<file path="config.mk">
export PLATFORM = sky130hd
export DESIGN_NAME = mfac_top
export DESIGN_NICKNAME = d
export VERILOG_FILES = /design/src/logic/mfac_pkg.sv /design/src/logic/mfac_top.sv
export VERILOG_INCLUDE_DIRS = /design/src /design/src/logic
export SDC_FILE = /design/constraint.sdc
export NUM_CORES = 2
export LEC_CHECK = 0
export BUFFER_PORTS_ARGS = -buffer_cell sky130_fd_sc_hd__buf_2
export CAP_MARGIN = 20
export CORE_AREA = 3 3 252 254
export DETAILED_ROUTE_END_ITERATION = 10
export DIE_AREA = 0 0 255 257
export GPL_TIMING_DRIVEN = 1
export PLACE_DENSITY = 0.81
export RECOVER_POWER = 25
export SETUP_SLACK_MARGIN = 0.05
export SLEW_MARGIN = 20
export SYNTH_ARGS = -nofsm -noshare
export SYNTH_HDL_FRONTEND = slang
export SYNTH_SLANG_ARGS = --single-unit
</file>
<file path="constraint.sdc">
create_clock -name mclk -period 7.7 [get_ports mclk]
set_clock_uncertainty 0.05 [all_clocks]
set_input_delay 1.54 -clock mclk [delete_from_list [all_inputs] [get_ports mclk]]
set_output_delay 1.54 -clock mclk [all_outputs]
set_load 0.02 [all_outputs]
</file>
<file path="src/logic/mfac_defs.svh">
// Register offsets, code limits, reset values and timing counts of the moisture filter config bank
`ifndef MFAC_DEFS_SVH
`define MFAC_DEFS_SVH

// ****************************************
// Holding register addresses
// ****************************************
`define MFAC_ADDR_AVG_DELAY 16'h9C5C
`define MFAC_ADDR_SMOOTH 16'h9C5D
`define MFAC_ADDR_RISE 16'h9C5E
`define MFAC_ADDR_FALL 16'h9C5F
`define MFAC_ADDR_DSP 16'h9C60
`define MFAC_ADDR_FILT_FLOOR 16'h9C61
`define MFAC_ADDR_WINDOW 16'h9C62
`define MFAC_ADDR_DEV_LIMIT 16'h9C63
`define MFAC_ADDR_AVG_FLOOR 16'h9C64

// ****************************************
// Highest legal code per register
// ****************************************
`define MFAC_MAX_AVG_DELAY 16'h0007
`define MFAC_MAX_SMOOTH 16'h0063
`define MFAC_MAX_RISE 16'h0032
`define MFAC_MAX_FALL 16'h0033
`define MFAC_MAX_DSP 16'h0005
`define MFAC_MAX_WINDOW 16'h0064
`define MFAC_MAX_MOIST 16'h03E8

// ****************************************
// Reset values
// ****************************************
`define MFAC_RST_AVG_DELAY 16'h0000
`define MFAC_RST_SMOOTH 16'h0000
`define MFAC_RST_RISE 16'h0000
`define MFAC_RST_FALL 16'h0000
`define MFAC_RST_DSP 16'h0000
`define MFAC_RST_FILT_FLOOR 16'h0000
`define MFAC_RST_WINDOW 16'h0000
`define MFAC_RST_DEV_LIMIT 16'h0000
`define MFAC_RST_AVG_FLOOR 16'h0000

// ****************************************
// Slew steps in tenths of a point per sample
// ****************************************
`define MFAC_SLEW_LIGHT 16'h0028
`define MFAC_SLEW_MEDIUM 16'h0014
`define MFAC_SLEW_HEAVY 16'h000A

// ****************************************
// Mode codes and limits
// ****************************************
`define MFAC_PORT_FN_CAL_RANGE 4'h8
`define MFAC_PORT_FN_AVG_HOLD 4'h9
`define MFAC_PORT_FN_STABLE 4'h7
`define MFAC_CAL_MARGIN 16'h001E
`define MFAC_DEV_SCALE 16'h0064

// ****************************************
// Timing: one tenth of a second at the core clock
// ****************************************
`define MFAC_TENTH_NS 100000000
`define MFAC_MCLK_NS 5
`define MFAC_TENTH_CYC (`MFAC_TENTH_NS / `MFAC_MCLK_NS)

`endif

</file>
<file path="src/logic/mfac_pkg.sv">
// Types shared by the moisture filter config bank
package mfac_pkg;

  typedef enum logic [3:0] {
    AVG_IDLE = 4'b0001,
    AVG_WAIT = 4'b0010,
    AVG_ACC = 4'b0100,
    AVG_HOLD = 4'b1000
  } mfac_avg_e;

  typedef logic [15:0] mfac_word_t;

endpackage

</file>
<file path="src/logic/mfac_top.sv">
// Moisture filter and averaging configuration bank with its signal path
`timescale 1ns/1ps
`include "mfac_defs.svh"

module mfac_top #(
  parameter int unsigned TENTH_CYC = `MFAC_TENTH_CYC
) (
  input wire logic mclk,
  input wire logic rstn,
  input wire logic [15:0] reg_addr,
  input wire logic reg_wr,
  input wire logic reg_rd,
  input wire logic [15:0] reg_wdata,
  output logic [15:0] reg_rdata,
  output logic reg_ack,
  output logic reg_exc,
  input wire logic [3:0] second_port_function,
  input wire logic [2:0] alarm_mode,
  input wire logic dig_in,
  input wire logic sample_valid,
  input wire logic [15:0] unscaled_f,
  input wire logic [15:0] unscaled_v,
  input wire logic [15:0] unscaled_e,
  input wire logic [15:0] moisture,
  input wire logic [15:0] avg_include_high,
  input wire logic [15:0] cal_unscaled_low,
  input wire logic [15:0] cal_unscaled_high,
  output logic [15:0] filtered_unscaled,
  output logic [15:0] average_moisture,
  output logic averaging,
  output logic filter_included,
  output logic stable,
  output logic second_digital_port
);

  // ****************************************
  // Holding registers
  // ****************************************
  mfac_pkg::mfac_word_t avg_delay_q, smooth_q, rise_q, fall_q, dsp_q;
  mfac_pkg::mfac_word_t filt_floor_q, window_q, dev_limit_q, avg_floor_q;
  logic hit, legal;

  always_comb begin
    hit = 1'b1;
    legal = 1'b1;
    unique case (reg_addr)
      `MFAC_ADDR_AVG_DELAY: legal = reg_wdata <= `MFAC_MAX_AVG_DELAY;
      `MFAC_ADDR_SMOOTH: legal = reg_wdata <= `MFAC_MAX_SMOOTH;
      `MFAC_ADDR_RISE: legal = reg_wdata <= `MFAC_MAX_RISE;
      `MFAC_ADDR_FALL: legal = reg_wdata <= `MFAC_MAX_FALL;
      `MFAC_ADDR_DSP: legal = reg_wdata <= `MFAC_MAX_DSP;
      `MFAC_ADDR_FILT_FLOOR: legal = 1'b1;
      `MFAC_ADDR_WINDOW: legal = reg_wdata <= `MFAC_MAX_WINDOW;
      `MFAC_ADDR_DEV_LIMIT: legal = 1'b1;
      `MFAC_ADDR_AVG_FLOOR: legal = reg_wdata <= `MFAC_MAX_MOIST;
      default: hit = 1'b0;
    endcase
  end

  wire wr_ok = reg_wr && hit && legal;

  always_ff @(posedge mclk or negedge rstn) begin
    if (!rstn) begin
      avg_delay_q <= `MFAC_RST_AVG_DELAY;
      smooth_q <= `MFAC_RST_SMOOTH;
      rise_q <= `MFAC_RST_RISE;
      fall_q <= `MFAC_RST_FALL;
      dsp_q <= `MFAC_RST_DSP;
      filt_floor_q <= `MFAC_RST_FILT_FLOOR;
      window_q <= `MFAC_RST_WINDOW;
      dev_limit_q <= `MFAC_RST_DEV_LIMIT;
      avg_floor_q <= `MFAC_RST_AVG_FLOOR;
    end else if (wr_ok) begin
      unique case (reg_addr)
        `MFAC_ADDR_AVG_DELAY: avg_delay_q <= reg_wdata;
        `MFAC_ADDR_SMOOTH: smooth_q <= reg_wdata;
        `MFAC_ADDR_RISE: rise_q <= reg_wdata;
        `MFAC_ADDR_FALL: fall_q <= reg_wdata;
        `MFAC_ADDR_DSP: dsp_q <= reg_wdata;
        `MFAC_ADDR_FILT_FLOOR: filt_floor_q <= reg_wdata;
        `MFAC_ADDR_WINDOW: window_q <= reg_wdata;
        `MFAC_ADDR_DEV_LIMIT: dev_limit_q <= reg_wdata;
        default: avg_floor_q <= reg_wdata;
      endcase
    end
  end

  // ****************************************
  // Register access answer
  // ****************************************
  always_ff @(posedge mclk or negedge rstn) begin
    if (!rstn) begin
      reg_rdata <= 16'h0000;
      reg_ack <= 1'b0;
      reg_exc <= 1'b0;
    end else begin
      reg_ack <= reg_wr || reg_rd;
      reg_exc <= (reg_wr || reg_rd) && !(hit && (legal || !reg_wr));
      if (reg_rd && !reg_wr) begin
        unique case (reg_addr)
          `MFAC_ADDR_AVG_DELAY: reg_rdata <= avg_delay_q;
          `MFAC_ADDR_SMOOTH: reg_rdata <= smooth_q;
          `MFAC_ADDR_RISE: reg_rdata <= rise_q;
          `MFAC_ADDR_FALL: reg_rdata <= fall_q;
          `MFAC_ADDR_DSP: reg_rdata <= dsp_q;
          `MFAC_ADDR_FILT_FLOOR: reg_rdata <= filt_floor_q;
          `MFAC_ADDR_WINDOW: reg_rdata <= window_q;
          `MFAC_ADDR_DEV_LIMIT: reg_rdata <= dev_limit_q;
          `MFAC_ADDR_AVG_FLOOR: reg_rdata <= avg_floor_q;
          default: reg_rdata <= 16'h0000;
        endcase
      end
    end
  end

  // ****************************************
  // Decoders
  // ****************************************
  // Filter shift grows with the log of the time in tenths
  function automatic logic [3:0] shift_of(input logic [15:0] tenths);
    logic [3:0] s;
    s = 4'h0;
    for (int i = 0; i < 12; i++) begin
      if (tenths > (16'h0001 << i)) s = 4'(i + 1);
    end
    return s;
  endfunction

  logic [15:0] smooth_tenths, delay_tenths, rise_step, fall_step;
  always_comb begin
    unique case (smooth_q)
      16'h0000: smooth_tenths = 16'h0000;
      16'h0001: smooth_tenths = 16'h000A;
      16'h0002: smooth_tenths = 16'h0019;
      16'h0003: smooth_tenths = 16'h0032;
      16'h0004: smooth_tenths = 16'h004B;
      16'h0005: smooth_tenths = 16'h0064;
      default: smooth_tenths = 16'(smooth_q * 16'h000A);
    endcase
    unique case (avg_delay_q[2:0])
      3'h0: delay_tenths = 16'h0000;
      3'h1: delay_tenths = 16'h0005;
      3'h2: delay_tenths = 16'h000A;
      3'h3: delay_tenths = 16'h000F;
      3'h4: delay_tenths = 16'h0014;
      3'h5: delay_tenths = 16'h0032;
      3'h6: delay_tenths = 16'h0064;
      3'h7: delay_tenths = 16'h00C8;
    endcase
    rise_step = (rise_q == 16'h0001) ? `MFAC_SLEW_LIGHT : (rise_q == 16'h0002) ? `MFAC_SLEW_MEDIUM :
                (rise_q == 16'h0003) ? `MFAC_SLEW_HEAVY : rise_q;
    fall_step = (fall_q == 16'h0001) ? `MFAC_SLEW_LIGHT : (fall_q == 16'h0002) ? `MFAC_SLEW_MEDIUM :
                (fall_q == 16'h0003) ? `MFAC_SLEW_HEAVY : fall_q;
  end

  // Measurement chosen by alarm mode; legacy and unknown use F
  logic [15:0] sel;
  always_comb begin
    unique case (alarm_mode)
      3'h2: sel = unscaled_v;
      3'h3: sel = unscaled_e;
      default: sel = unscaled_f;
    endcase
  end

  // ****************************************
  // Filter chain: smoothing, slew limit, signal filter
  // ****************************************
  logic [15:0] smooth_out_q, slew_out_q;
  wire include_now = sel >= filt_floor_q;
  wire logic signed [16:0] d_smooth = $signed({1'b0, sel}) - $signed({1'b0, smooth_out_q});
  wire logic signed [16:0] d_slew = $signed({1'b0, smooth_out_q}) - $signed({1'b0, slew_out_q});
  wire logic signed [16:0] d_dsp = $signed({1'b0, slew_out_q}) - $signed({1'b0, filtered_unscaled});
  wire logic signed [16:0] st_smooth = d_smooth >>> shift_of(smooth_tenths);
  wire logic signed [16:0] st_dsp = d_dsp >>> dsp_q[2:0];
  logic signed [16:0] st_slew;

  always_comb begin
    st_slew = d_slew;
    if (rise_q != 16'h0000 && d_slew > $signed({1'b0, rise_step})) st_slew = $signed({1'b0, rise_step});
    if (fall_q != 16'h0000 && d_slew < -$signed({1'b0, fall_step})) st_slew = -$signed({1'b0, fall_step});
  end

  always_ff @(posedge mclk or negedge rstn) begin
    if (!rstn) begin
      smooth_out_q <= 16'h0000;
      slew_out_q <= 16'h0000;
      filtered_unscaled <= 16'h0000;
      filter_included <= 1'b0;
    end else if (sample_valid) begin
      filter_included <= include_now;
      if (include_now) begin
        smooth_out_q <= 16'(smooth_out_q + st_smooth[15:0]);
        slew_out_q <= 16'(slew_out_q + st_slew[15:0]);
        filtered_unscaled <= 16'(filtered_unscaled + st_dsp[15:0]);
      end
    end
  end

  // ****************************************
  // Stability tracker
  // ****************************************
  logic [15:0] track_q;
  wire logic signed [16:0] d_track = $signed({1'b0, sel}) - $signed({1'b0, track_q});
  wire logic signed [16:0] st_track = d_track >>> shift_of(16'(window_q * 16'h000A));
  wire logic [15:0] dev_abs = d_track[16] ? 16'(-d_track) : d_track[15:0];
  wire logic [31:0] dev_milli = dev_abs * `MFAC_DEV_SCALE;

  always_ff @(posedge mclk or negedge rstn) begin
    if (!rstn) begin
      track_q <= 16'h0000;
      stable <= 1'b0;
    end else if (sample_valid) begin
      track_q <= 16'(track_q + st_track[15:0]);
      stable <= dev_milli < {16'h0000, dev_limit_q};
    end
  end

  // ****************************************
  // Averaging sequencer and divider
  // ****************************************
  mfac_pkg::mfac_avg_e avg_st_q;
  logic [24:0] tick_cnt_q;
  logic [15:0] wait_q, cnt_q, div_den_q;
  logic [31:0] sum_q, num_q;
  logic [16:0] rem_q;
  logic [5:0] div_left_q;
  wire tick = tick_cnt_q == 25'(TENTH_CYC - 1);
  wire avg_go = second_port_function == `MFAC_PORT_FN_AVG_HOLD && dig_in;
  wire in_band = moisture >= avg_floor_q && moisture <= avg_include_high;
  wire logic [16:0] rem_sh = {rem_q[15:0], num_q[31]};

  always_ff @(posedge mclk or negedge rstn) begin
    if (!rstn) tick_cnt_q <= 25'h0000000;
    else tick_cnt_q <= (tick || avg_st_q != mfac_pkg::AVG_WAIT) ? 25'h0000000 : tick_cnt_q + 25'h0000001;
  end

  always_ff @(posedge mclk or negedge rstn) begin
    if (!rstn) begin
      avg_st_q <= mfac_pkg::AVG_IDLE;
      wait_q <= 16'h0000;
      sum_q <= 32'h00000000;
      cnt_q <= 16'h0000;
    end else begin
      unique case (avg_st_q)
        mfac_pkg::AVG_IDLE, mfac_pkg::AVG_HOLD: if (avg_go) begin
          avg_st_q <= mfac_pkg::AVG_WAIT;
          wait_q <= 16'h0000;
          sum_q <= 32'h00000000;
          cnt_q <= 16'h0000;
        end
        mfac_pkg::AVG_WAIT: begin
          if (!avg_go) avg_st_q <= mfac_pkg::AVG_HOLD;
          else if (wait_q >= delay_tenths) avg_st_q <= mfac_pkg::AVG_ACC;
          else if (tick) wait_q <= wait_q + 16'h0001;
        end
        mfac_pkg::AVG_ACC: begin
          if (!avg_go) avg_st_q <= mfac_pkg::AVG_HOLD;
          else if (sample_valid && in_band && cnt_q != 16'hFFFF) begin
            sum_q <= sum_q + {16'h0000, moisture};
            cnt_q <= cnt_q + 16'h0001;
          end
        end
      endcase
    end
  end

  // Divider starts when accumulation ends with a nonzero count; the held average only changes on completion
  always_ff @(posedge mclk or negedge rstn) begin
    if (!rstn) begin
      div_left_q <= 6'h00;
      num_q <= 32'h00000000;
      rem_q <= 17'h00000;
      div_den_q <= 16'h0000;
      average_moisture <= 16'h0000;
    end else if (avg_st_q == mfac_pkg::AVG_ACC && !avg_go && cnt_q != 16'h0000) begin
      div_left_q <= 6'h20;
      num_q <= sum_q;
      rem_q <= 17'h00000;
      div_den_q <= cnt_q;
    end else if (div_left_q != 6'h00) begin
      div_left_q <= div_left_q - 6'h01;
      rem_q <= (rem_sh >= {1'b0, div_den_q}) ? rem_sh - {1'b0, div_den_q} : rem_sh;
      num_q <= {num_q[30:0], rem_sh >= {1'b0, div_den_q}};
      if (div_left_q == 6'h01) begin
        average_moisture <= num_q[30:15] != 16'h0000 ? 16'hFFFF
                            : {num_q[14:0], rem_sh >= {1'b0, div_den_q}};
      end
    end
  end

  always_ff @(posedge mclk or negedge rstn) begin
    if (!rstn) averaging <= 1'b0;
    else averaging <= avg_st_q == mfac_pkg::AVG_ACC && avg_go;
  end

  // ****************************************
  // Second digital port output
  // ****************************************
  wire cal_out = ({1'b0, sel} + {1'b0, `MFAC_CAL_MARGIN} < {1'b0, cal_unscaled_low}) ||
                 ({1'b0, sel} > {1'b0, cal_unscaled_high} + {1'b0, `MFAC_CAL_MARGIN});

  always_ff @(posedge mclk or negedge rstn) begin
    if (!rstn) second_digital_port <= 1'b0;
    else if (second_port_function == `MFAC_PORT_FN_CAL_RANGE) second_digital_port <= cal_out;
    else if (second_port_function == `MFAC_PORT_FN_STABLE) second_digital_port <= stable;
    else second_digital_port <= 1'b0;
  end

  // ****************************************
  // Assertions
  // ****************************************
  a_bad_write_kept: assert property (@(posedge mclk) disable iff (!rstn)
    reg_wr && reg_addr == `MFAC_ADDR_DSP && reg_wdata > `MFAC_MAX_DSP |=> $stable(dsp_q) && reg_exc)
    else $error("illegal code stored");
  a_good_write_stored: assert property (@(posedge mclk) disable iff (!rstn)
    reg_wr && reg_addr == `MFAC_ADDR_WINDOW && reg_wdata <= `MFAC_MAX_WINDOW |=> window_q == $past(reg_wdata) && !reg_exc)
    else $error("legal write lost");
  a_floor_freezes: assert property (@(posedge mclk) disable iff (!rstn)
    sample_valid && sel < filt_floor_q |=> $stable(filtered_unscaled) && !filter_included)
    else $error("filter moved below floor");
  a_rise_limited: assert property (@(posedge mclk) disable iff (!rstn)
    sample_valid && include_now && rise_q != 16'h0000 |=> 17'(slew_out_q) <= 17'($past(slew_out_q)) + 17'($past(rise_step)))
    else $error("rise step too large");
  a_delay_waited: assert property (@(posedge mclk) disable iff (!rstn)
    avg_st_q == mfac_pkg::AVG_WAIT ##1 avg_st_q == mfac_pkg::AVG_ACC |-> $past(wait_q) >= $past(delay_tenths))
    else $error("accumulation started early");
  a_out_band_skip: assert property (@(posedge mclk) disable iff (!rstn)
    avg_st_q == mfac_pkg::AVG_ACC && sample_valid && !in_band |=> $stable(cnt_q))
    else $error("out of band sample counted");
  a_cal_range_out: assert property (@(posedge mclk) disable iff (!rstn)
    second_port_function == `MFAC_PORT_FN_CAL_RANGE |=> second_digital_port == $past(cal_out))
    else $error("cal range output wrong");
  a_hold_average: assert property (@(posedge mclk) disable iff (!rstn)
    div_left_q == 6'h00 && !(avg_st_q == mfac_pkg::AVG_ACC && !avg_go) |=> $stable(average_moisture))
    else $error("average changed while held");
  a_delay_decode: assert property (@(posedge mclk) disable iff (!rstn)
    avg_delay_q == 16'h0007 |-> delay_tenths == 16'h00C8)
    else $error("delay decode wrong");
  c_avg_done: cover property (@(posedge mclk) disable iff (!rstn) div_left_q == 6'h01);
  c_reject: cover property (@(posedge mclk) disable iff (!rstn) reg_exc);
  c_stable: cover property (@(posedge mclk) disable iff (!rstn) $rose(stable));

endmodule // mfac_top

</file>
==> out/metrics.yaml <==
status:
  outcome: "finished, violations left"
  violations: "capacitance limit, slew limit"
floorplan:
  pin_count: 211
  fp.dieArea_sq_mm: 0.0655
  fp.coreArea_sq_mm: 0.0615
  die_h_um: 257
  start_util: 0.569
  fp-row-count: 91
  die_w_um: 255
worst_setup_path:
  crit_type: "in2reg"
  max_stage_delay_ps: 500
  worstPathArrival_ps: 7980
  cp-end-kind: "flip-flop"
  crit_top_cell: "ha_1"
  reg2reg_setup_slack_ps: 310
  cp_num_buf_inv: 3
  path_depth: 34
  r2r_cells: 35
  cpLargestDelayFamily: "compound AO/OA/AOI/OAI gates"
  crit_path_top_delay_cell: "fa_1"
  crit_required_ps: 8150
  setup.worst_path.start_class: "primary input"
  worstPathMaxFanout: 4
drt:
  vias_per_cell: 6.08
  ant_nets: 0
  drt_iter0_drc: 2807
  first_pass_iters: 7
  wl_per_cell_um: 19.0
  drcViolationCount: 0
  vias: 32034
  routed_wl_um: 100000
final_layout:
  final_common_cell: "dfrtp_1"
  final_cell_mix: "407 x dfrtp_1, 396 x ha_1, 382 x nand2_1"
  finalNetCount: 5017
  multi_input_area_sq_mm: 0.0235
  layout-drive-gt1-share: 0.181
  reg.largest.list: "num_q: 32 flops, sum_q: 32 flops, tick_cnt_q: 25 flops"
  ff_latch_area_sq_mm: 0.0102
  area_growth_pct: 15.8
  fill_cells: 4877
placement:
  io_buffers: 210
  dp_worst_setup_slack_ps: -614
  dp_hpwl_um: 76600
  gp_congestion: 0.975
worst_hold_path:
  hp-class: "reg2reg"
  worstHoldPathCells: 1
yosys:
  synth_area_sq_mm: 0.0350
  ys_top_cells_by_area: "dfrtp_1 29%, ha_1 14%, nand2_1 4.1%"
  synth_edf_count: 0
  syn_avg_cell_area_sq_um: 8.59
  synth_cell_types: 105
  synthArstFlopShare: 1.00
  yosysWarnings: 0
  seq_area_frac_synth: 0.292
  synth_fp_nets: 4655
  yosys.area.top_type: "dfrtp_1"
  ys.flop_type: "dfrtp_1"
  synthCells: 4073
  synth-seq-cells: 409
  yosysTopAreaCellShare: 0.292
clock_network:
  root_buffer: "clkbuf_16"
  cts_tree: "built"
  clock-sinks: 409
  worstSkewPairLatency_ps: 610
  cts_buffer_depth: 3
  hold_buffers: 0
  clk_pin_slew_worst_paths_ps: 60
  htreeDepth: 2
  cts_buffers: 45
sta:
  hold_slack_ps: 444
  maxSlewViolCount: 101
  finalSetupViolCount: 0
  worst_slack_ps: 178
  finalHoldViolations: 0
  fmax_mhz: 133
  worstMarginPinSlew_ps: 5550
  fin_crit_sh: 0.977
  rsz0062_at_grt: "yes"
  period_needed_ps: 7520
  max_slew_margin: -2.70
  tns_ps: 0
global_route:
  grt_max_degree: 150
  grt.total_usage: 0.297
  grt_overflow: 0
  grt_pass1_vias: 30952
  grt_pass1_wl_um: 159000
  antenna_found_initial: 10
flow_run:
  drv_cap: 1
per-layer routing:
metal | up-vias | track usage | share of wire
li1 | 15352 | - | -
met1 | 15190 | 0.385 | 0.41
met5 | - | 0 | 0.00060
met3 | 309 | 0.0502 | 0.073
met2 | 1175 | 0.487 | 0.46
met4 | 8 | 0.134 | 0.048
logic make-up (layout without fill, tap and decap cells):
logic type / count (synthesis) / count (layout) / share of synthesized area
AO/OA/AOI/OAI: 1038 / 1038 / 0.195
XOR/XNOR: 228 / 228 / 0.0571
adder cells (fa/ha/maj): 425 / 425 / 0.157
buffers and inverters: 483 / 882 / 0.0531
flip-flops: 409 / 409 / 0.292
multiplexers: 208 / 208 / 0.0652
other: 0 / 6 / 0
AND/OR/NAND/NOR: 1282 / 1282 / 0.180
metrics by stage:
step                       util  cells  instance area, sq um
after global routing      0.659   5265                 40500
after floorplan               -   4073                 35200
after CTS                 0.652   5251                 40100
after global placement    0.625   5165                 38500
after detailed placement  0.625   5165                 38500
final                     0.659   5268                 40500
worst register-to-register path, delay by kind of cell (launching register included):
kind / cells / cell delay, ps
compound gates: 15 / 2440
simple gates: 11 / 2770
xor+xnor: 1 / 250
flops: 1 / 370
buf+inv: 3 / 370
fa+ha+maj: 3 / 680
mux: 2 / 400
synthesized netlist by cell type, drive strengths merged (35+ instances only):
cell type	number
nand2	385
clkbuf	127
o21ai	245
nand4	46
xnor2	143
and3	40
a211oi	45
mux2i	93
nor4	37
xor2	85
o21a	51
nor2	339
ha	402
mux2	110
nand3	84
dfrtp	408
nor3	73
a31oi	79
nand2b	35
o31ai	36
a21o	74
nor2b	82
o211ai	36
inv	333
a21oi	245
area by class of cell:
cell class / instances / area share
Multi-Input combinational cell: 3181 / 0.579
Clock buffer: 58 / 0.0310
Tap cell: 790 / 0.0244
Sequential cell: 409 / 0.253
Clock inverter: 26 / 0.00716
Antenna cell: 6 / 0.000370
Timing Repair Buffer: 465 / 0.0743
Inverter: 333 / 0.0308
final timing paths:
path | end | from
max | stable$_DFFE_PN0P_ | alarm_mode[0]
min | tick_cnt_q[0]$_DFF_PN0_ | tick_cnt_q[0]$_DFF_PN0_
max reg2reg | slew_out_q[14]$_DFFE_PN0P_ | fall_q[14]$_DFFE_PN0P_
min reg2reg | tick_cnt_q[0]$_DFF_PN0_ | tick_cnt_q[0]$_DFF_PN0_
max in group asynchronous | sum_q[17]$_DFFE_PN0P_ | rstn
min in group asynchronous | tick_cnt_q[18]$_DFF_PN0_ | rstn
repair_timing:
| action | in CTS | in global routing |
|---|---|---|
| setup buffers | 2 | 11 |
| setup endpoints to repair | 3 | 17 |
| gates cloned | 0 | 0 |
| gates resized for setup | 11 | 81 |
| pin swaps | 11 | 38 |
Power is left out: the tool's default activity adds up to more than one toggle a clock period on the data nets, which glitch-free logic cannot reach.
